<file path="src/verilog/dac_cmd_pkg.sv">
// Shared constants and carrier types for the octal converter command decoder.
// Assumes a single 20 MHz system clock and a byte-level serial front end.
`default_nettype none

package dac_cmd_pkg;

    // ==========================================================
    // Geometry
    localparam int CHANNELS = 8;
    localparam int WORD_BITS = 16;
    localparam int RES_DEFAULT = 12;

    // ==========================================================
    // Command and access nibble values
    localparam logic [3:0] CMD_WRITE_INPUT = 4'h0;
    localparam logic [3:0] CMD_SELECT_UPDATE = 4'h1;
    localparam logic [3:0] ACC_BROADCAST = 4'hF;

    // ==========================================================
    // Reset and mask values
    localparam logic [7:0] BYTE_RESET = 8'h00;
    localparam logic [7:0] MASK_NONE = 8'h00;
    localparam logic [7:0] MASK_ALL = 8'hFF;

    // ==========================================================
    // Frame phases
    typedef enum logic [2:0] {
        PH_IDLE = 3'b000,
        PH_CA = 3'b001,
        PH_HI = 3'b010,
        PH_LO = 3'b011,
        PH_ACK = 3'b100,
        PH_RD = 3'b101
    } phase_t;

    // One write frame after the address byte
    typedef struct packed {
        logic [3:0] command;
        logic [3:0] access;
        logic [7:0] high_data_byte;
        logic [7:0] low_data_byte;
    } frame_t;

    // Access nibble decode result
    typedef struct packed {
        logic valid;
        logic [7:0] mask;
    } select_t;

endpackage : dac_cmd_pkg

`default_nettype wire

</file>
<file path="src/verilog/dac_cmd_decoder.sv">
// Command decoder for an eight-channel voltage-output converter.
// Assumes a byte-level two-wire slave engine on the same clock that matches
// the slave address and reports bytes, starts and acknowledge edges.
//
// What this block does
// (RL1) 8-bit: high byte is code, low ignored
// (RL2) 10-bit: high byte D9..D2, low top two
// (RL3) 12-bit: high byte D11..D4, low nibble
// (RL4) Frame: command/access byte, then sixteen left-justified bits
// (RL5) Cmd 0, access 0..7 writes one input
// (RL6) Cmd 0, access 8..14 invalid, nothing changes
// (RL7) Cmd 0, access 15 writes all inputs
// (RL8) Cmd 1 copies input to output register
// (RL9) Master still sends both data bytes
// (RL10) Read returns high byte then low byte
// (RL11) Effect applied at acknowledge after low byte
// (RL12) Upper nibble command, lower nibble access
// (RL13) Outputs hold until an update names them
`default_nettype none

module dac_cmd_decoder
    import dac_cmd_pkg::*;
#(
    parameter int RES = RES_DEFAULT
) (
    input wire logic SYS_CLK_IN,
    input wire logic RESETN_IN,
    input wire logic FRAME_START_IN,
    input wire logic FRAME_READ_IN,
    input wire logic RX_VALID_IN,
    input wire logic [7:0] RX_BYTE_IN,
    input wire logic ACK_FALL_IN,
    input wire logic TX_REQ_IN,
    output logic [7:0] TX_BYTE_OUT,
    output logic TX_VALID_OUT,
    output logic [CHANNELS*RES-1:0] CODE_OUT,
    output logic [7:0] LOAD_PULSE_OUT,
    output logic INVALID_OUT
);

    // ==========================================================
    // Access decode, shared by the write and update paths
    function automatic select_t decode_access(input logic [3:0] acc);
        select_t s;
        s.valid = 1'b0;
        s.mask = MASK_NONE;
        if (acc == ACC_BROADCAST) begin
            s.valid = 1'b1;
            s.mask = MASK_ALL;
        end else if (!acc[3]) begin
            s.valid = 1'b1;
            s.mask = MASK_NONE;
            s.mask[acc[2:0]] = 1'b1;
        end
        return s;
    endfunction : decode_access

    // Left-justify a code into the sixteen-bit data field
    function automatic logic [WORD_BITS-1:0] justify(input logic [RES-1:0] c);
        return {c, {(WORD_BITS-RES){1'b0}}};
    endfunction : justify

    // ==========================================================
    // State
    phase_t ph_q, ph_d;
    frame_t fr_q, fr_d;
    logic rd_idx_q, rd_idx_d;
    logic [RES-1:0] in_q [CHANNELS];
    logic [RES-1:0] in_d [CHANNELS];
    logic [RES-1:0] out_q [CHANNELS];
    logic [RES-1:0] out_d [CHANNELS];
    logic [7:0] tx_q, tx_d;
    logic tx_v_q, tx_v_d;
    logic [7:0] load_q, load_d;
    logic inv_q, inv_d;

    // Code taken from the left-justified field; low don't-care bits drop
    logic [WORD_BITS-1:0] rx_word;
    logic [RES-1:0] rx_code;
    assign rx_word = {fr_q.high_data_byte, fr_q.low_data_byte}; // RL4
    assign rx_code = rx_word[WORD_BITS-1 -: RES]; // RL1 RL2 RL3

    // ==========================================================
    // Frame sequencing and register effects
    always_comb begin
        select_t sel;
        logic [WORD_BITS-1:0] rd_word;
        sel = decode_access(fr_q.access); // RL12
        rd_word = '0;
        ph_d = ph_q;
        fr_d = fr_q;
        rd_idx_d = rd_idx_q;
        in_d = in_q;
        out_d = out_q; // RL13
        tx_d = tx_q;
        tx_v_d = 1'b0;
        load_d = MASK_NONE;
        inv_d = 1'b0;

        if (fr_q.command == CMD_WRITE_INPUT && !fr_q.access[3]) begin
            rd_word = justify(in_q[fr_q.access[2:0]]);
        end else if (fr_q.command == CMD_SELECT_UPDATE
                     && !fr_q.access[3]) begin
            rd_word = justify(out_q[fr_q.access[2:0]]);
        end

        if (FRAME_START_IN) begin
            // A start always restarts framing; a frame cut short has no effect
            ph_d = FRAME_READ_IN ? PH_RD : PH_CA;
            rd_idx_d = 1'b0;
        end else begin
            case (ph_q)
                PH_CA: begin
                    if (RX_VALID_IN) begin
                        fr_d.command = RX_BYTE_IN[7:4]; // RL12
                        fr_d.access = RX_BYTE_IN[3:0]; // RL12
                        ph_d = PH_HI;
                    end
                end
                PH_HI: begin
                    if (RX_VALID_IN) begin
                        fr_d.high_data_byte = RX_BYTE_IN; // RL4
                        ph_d = PH_LO;
                    end
                end
                PH_LO: begin
                    if (RX_VALID_IN) begin
                        fr_d.low_data_byte = RX_BYTE_IN; // RL4 RL9
                        ph_d = PH_ACK;
                    end
                end
                PH_ACK: begin
                    if (ACK_FALL_IN) begin // RL11
                        ph_d = PH_IDLE;
                        case (fr_q.command)
                            CMD_WRITE_INPUT: begin
                                if (sel.valid) begin
                                    for (int i = 0; i < CHANNELS; i++) begin
                                        if (sel.mask[i]) begin
                                            in_d[i] = rx_code; // RL5 RL7
                                        end
                                    end
                                end else begin
                                    inv_d = 1'b1; // RL6
                                end
                            end
                            CMD_SELECT_UPDATE: begin
                                // Data bytes were taken but are not used
                                if (sel.valid) begin
                                    for (int i = 0; i < CHANNELS; i++) begin
                                        if (sel.mask[i]) begin
                                            out_d[i] = in_q[i]; // RL8
                                        end
                                    end
                                    load_d = sel.mask; // RL8
                                end else begin
                                    inv_d = 1'b1;
                                end
                            end
                            default: begin
                                // Other commands are not handled here
                                ph_d = PH_IDLE;
                            end
                        endcase
                    end
                end
                PH_RD: begin
                    if (TX_REQ_IN) begin
                        // High byte first, low byte on every later request
                        tx_d = rd_idx_q ? rd_word[7:0]
                                        : rd_word[15:8]; // RL10
                        tx_v_d = 1'b1;
                        rd_idx_d = 1'b1; // RL10
                    end
                end
                default: begin
                    ph_d = PH_IDLE;
                end
            endcase
        end
    end

    always_ff @(posedge SYS_CLK_IN) begin
        if (!RESETN_IN) begin
            ph_q <= PH_IDLE;
            fr_q <= '0;
            rd_idx_q <= 1'b0;
            for (int i = 0; i < CHANNELS; i++) begin
                in_q[i] <= '0;
                out_q[i] <= '0;
            end
            tx_q <= BYTE_RESET;
            tx_v_q <= 1'b0;
            load_q <= MASK_NONE;
            inv_q <= 1'b0;
        end else begin
            ph_q <= ph_d;
            fr_q <= fr_d;
            rd_idx_q <= rd_idx_d;
            in_q <= in_d;
            out_q <= out_d;
            tx_q <= tx_d;
            tx_v_q <= tx_v_d;
            load_q <= load_d;
            inv_q <= inv_d;
        end
    end

    // ==========================================================
    // Outputs
    genvar g;
    generate
        for (g = 0; g < CHANNELS; g++) begin : g_code
            assign CODE_OUT[g*RES +: RES] = out_q[g];
        end
    endgenerate

    assign TX_BYTE_OUT = tx_q;
    assign TX_VALID_OUT = tx_v_q;
    assign LOAD_PULSE_OUT = load_q;
    assign INVALID_OUT = inv_q;

endmodule : dac_cmd_decoder

`default_nettype wire

</file>
<file path="config.mk">
export PLATFORM = sky130hd
export DESIGN_NAME = dac_cmd_decoder
export DESIGN_NICKNAME = d
export VERILOG_FILES = /design/src/verilog/dac_cmd_pkg.sv /design/src/verilog/dac_cmd_decoder.sv
export SDC_FILE = /design/constraint.sdc
export NUM_CORES = 1
export LEC_CHECK = 0
export BUFFER_PORTS_ARGS = -buffer_cell sky130_fd_sc_hd__buf_2
export CORE_MARGIN = 1.5
export CORE_UTILIZATION = 39
export CTS_CLUSTER_DIAMETER = 100
export DETAILED_ROUTE_END_ITERATION = 8
export MAX_ROUTING_LAYER = met4
export PLACE_DENSITY_LB_ADDON = 0.12
export SLEW_MARGIN = 20
export SYNTH_ARGS = -nofsm -noshare
export SYNTH_HDL_FRONTEND = slang
export SYNTH_SLANG_ARGS = --single-unit
</file>
<file path="constraint.sdc">
create_clock -name SYS_CLK_IN -period 5.5 [get_ports SYS_CLK_IN]
set_clock_uncertainty 0.2 [all_clocks]
set_input_delay 0.55 -clock SYS_CLK_IN [delete_from_list [all_inputs] [get_ports SYS_CLK_IN]]
set_output_delay 0.55 -clock SYS_CLK_IN [all_outputs]
set_load 0.01 [all_outputs]
</file>
==> impl_results.md <==
* Drt initial violations at between 800 and 900
* Critical Path Sink Type: flip-flop
* Seq/Total Area, Yosys at 45.3%
* Resize count post-CTS at 0
* Final Wtd Congestion at 1.00
* Most used DFF post-synth: dfxtp_1
* Clock buffer count from CTS at 25
* Post-synth EDFFs at 0
* CP bufs+invs at 1
* DR top layer: met4
* Total power draw at ~3.4 mW
* Wire per inst at roughly 23 um
* Die area at ~28000 um2
* Min-delay worst type: input pin to flip-flop
* Synth Area in Simple Gates at about 14%
* Fill cells at ~2600
* RSZ-0062 raised after global routing: no
* Worst Setup Path Type: flip-flop to flip-flop
* Synth-to-Final Area Change at 12.9%
* Max Fclk at between 300 and 400 MHz
* Synth area leaders: dfxtp_1 (45%), mux2i_1 (10%), a21oi_1 (7.3%), o21ai_0 (6.7%), nand2_1 (6.1%)
* Xor and xnor area share after synthesis at less than 1%
* Yosys warns at 0
* WP data arrival at between 3 and 4 ns
* Worst slew pin tran at ~1.1 ns
* Post-CTS setup buffers at 0
* Synth top area share at a little under half
* IO Port Bufs at ~130
* Status: finished, final reports clean
* Die Wd at roughly 170 um
* Compound-Gate Fraction of Synth Area at 17.5%
* Die Ht at ~170 um
* Vias in the first global route at approximately 8300
* Max incr delay on CP at approximately 0.93 ns
* Tmin final at around 3.2 ns
* Via-to-Cell Ratio at around 5.7
* GR Util All Layers at a little over a quarter
* # diodes at 0
* GRT overflow at 0
* Peak supply drop at approximately 0.00020 V
* Mapped Avg Cell Area at roughly 8.9 um2
* Gate Count Post-Synth at between 1000 and 1500
* IO Pins at about 130
* Yosys reg bits at roughly 230
* DRT met1 WL at 17.0 mm
* Reg clk slew, reported paths at roughly 0.06 ns
* CTS H-tree depth at 1
* Post-Synth Adder-Cell Area at 0%
* Worst-skew pair later-pin latency at 0.52 ns
* FP Rows at between 50 and 60
* Metal2 WL at between 15 and 20 mm
* Post-synth top area cell: dfxtp_1
* Post-Syn Nets at 1171
* First-pass DRT Iterations at 5
* Bufs on Longest Clock Path at 3
* Routed Antenna Nets at 0
* HPWL Detailed at approximately 24 mm
* Core area at between 20000 and 30000 um2
* CP required at roughly 5.7 ns
* DRT Wirelength at 35.8 mm
* Pwr/cell area at ~290 nW/um2
* Mux cell area share after synthesis at between 10% and 20%
* Number of distinct library cells after synthesis at 56
* Tcrit/Tclk final at between 50% and 60%
* Setup TNS at 0 ns
* First-pass GRT wire length at between 50 and 60 mm
* Synthesized area at a little over 10000 um2
* Final net count at between 1000 and 1500
* Initial antenna violation count at 0
* Largest net degree at the start of global routing at between 100 and 150
* Initial core utilization at 39.7%
* Final Hold Viols at 0
* DR DRC count at 0
* Crit start category: flip-flop
* Leakage at 4.54 nW
* Setup-failing EPs final at 0
* Place WS at 2.27 ns
* Hold Buf Count CTS at 0
* Vias at approximately 8900
* CP Cell Sequence: buf_4, nand3_1, nor2_1, nand2_1, a21oi_1
* Main combinational cell family by area after synthesis: compound AO/OA/AOI/OAI gates
* CP top delay family: simple AND/OR/NAND/NOR gates
* Met3 WL at between 2 and 2.5 mm
* Final Max Slew Viols at 0
* Max_cap viols at 0
* Layout cell share with drive strength beyond 1 at a little under a fifth
* Slowest CP cell: nor2_1
* Max Fanout on Critical Path at 17
* Rel. slew slack at between 20% and 30%
* Final WS setup at around 2.3 ns
* Synth async-reset ratio at 0%
* CTS tree: yes
* # clock sinks at ~230
* Root Driver: clkbuf_16
==> where the power goes <==
part / internal (mW) / switching (mW) / total (mW)
registers: 1.70 / 0.0112 / 1.71
clock network: 0.899 / 0.672 / 1.57
logic: 0.0290 / 0.0718 / 0.101
==> area by class of cell <==
cell class | instances | area [um2] | area share (%)
sequential | 234 | 4690 | 40.1
clock inverter | 4 | 20.0 | 0.171
tap | 335 | 419 | 3.59
inverter | 3 | 16.3 | 0.139
clock buffer | 38 | 724 | 6.20
multi-input combinational | 810 | 5050 | 43.2
timing repair buffer | 143 | 766 | 6.55
==> cells in the mapped netlist, types with 9 or more instances <==
cell type,number
buf_6,11
nand2_1,168
buf_2,14
o21ai_0,138
o22ai_1,11
clkbuf_1,61
a21oi_1,151
mux2i_1,106
nand3_1,9
dfxtp_1,234
nor2_1,100
mux4_2,26
buf_4,17
==> worst register-to-register path, stage by stage, from the launching register on <==
cell and delay, ns:
dfxtp_1 0.72, buf_4 0.37, nand3_1 0.57, nor2_1 0.93, nand2_1 0.15, a21oi_1 0.15
==> sequential cells by signal, indices dropped and copies added (netlist names) <==
name / cells
CODE_OUT: 96
TX_VALID_OUT: 1
TX_BYTE_OUT: 8
in_q: 96
INVALID_OUT: 1
fr_q: 20
ph_q: 3
rd_idx_q: 1
LOAD_PULSE_OUT: 8
==> path summary, 6_finish.rpt <==
path / startpoint / end / slack [ns] / cells past startpoint
setup reg to reg: fr_q[17] / CODE_OUT[83] / 2.33 / 5
setup / recovery: fr_q[17] / CODE_OUT[83] / 2.33 / 5
hold / removal: RX_BYTE_IN[3] / fr_q[19] / 0.09 / 3
hold reg to reg: in_q[19] / CODE_OUT[79] / 0.27 / 2
==> per-stage QoR <==
step | utilization, % | cell area (um2) | cells | hold WS [ns]
finish | 44.8 | 11700 | 1567 | 0.0915
global route | 44.8 | 11700 | 1567 | 0.102
CTS | 44.8 | 11700 | 1567 | 0.0798
detailed placement | 42.0 | 10900 | 1525 | 0.259
global placement | 42.0 | 10900 | 1525 | 0.257
floorplan | - | 10300 | 1156 | 0.238
==> metal layers <==
metal / vias to the layer above / track usage, %
li1: 4178 / -
met1: 4374 / 37.8
met2: 332 / 37.5
met3: 46 / 3.62
met4: 0 / 7.99
met5: - / -
==> layout by cell type (no fill, tap or decap), types with 14 or more instances in the layout <==
| cell | n |
|---|---|
| nor2_1 | 100 |
| mux2i_1 | 106 |
| nand2_1 | 168 |
| clkbuf_16 | 25 |
| buf_2 | 128 |
| mux4_2 | 26 |
| a21oi_1 | 151 |
| dfxtp_1 | 232 |
| buf_4 | 14 |
| o21ai_0 | 138 |
==> kinds of logic after synthesis <==
logic type                Yosys count
AOI/OAI and AO/OA                 335
xor gates and xnor gates            4
buffers and inverters             112
DFF                               234
muxes                             137
and+or+nand+nor                   334
Power figures use the tool's default switching activity.
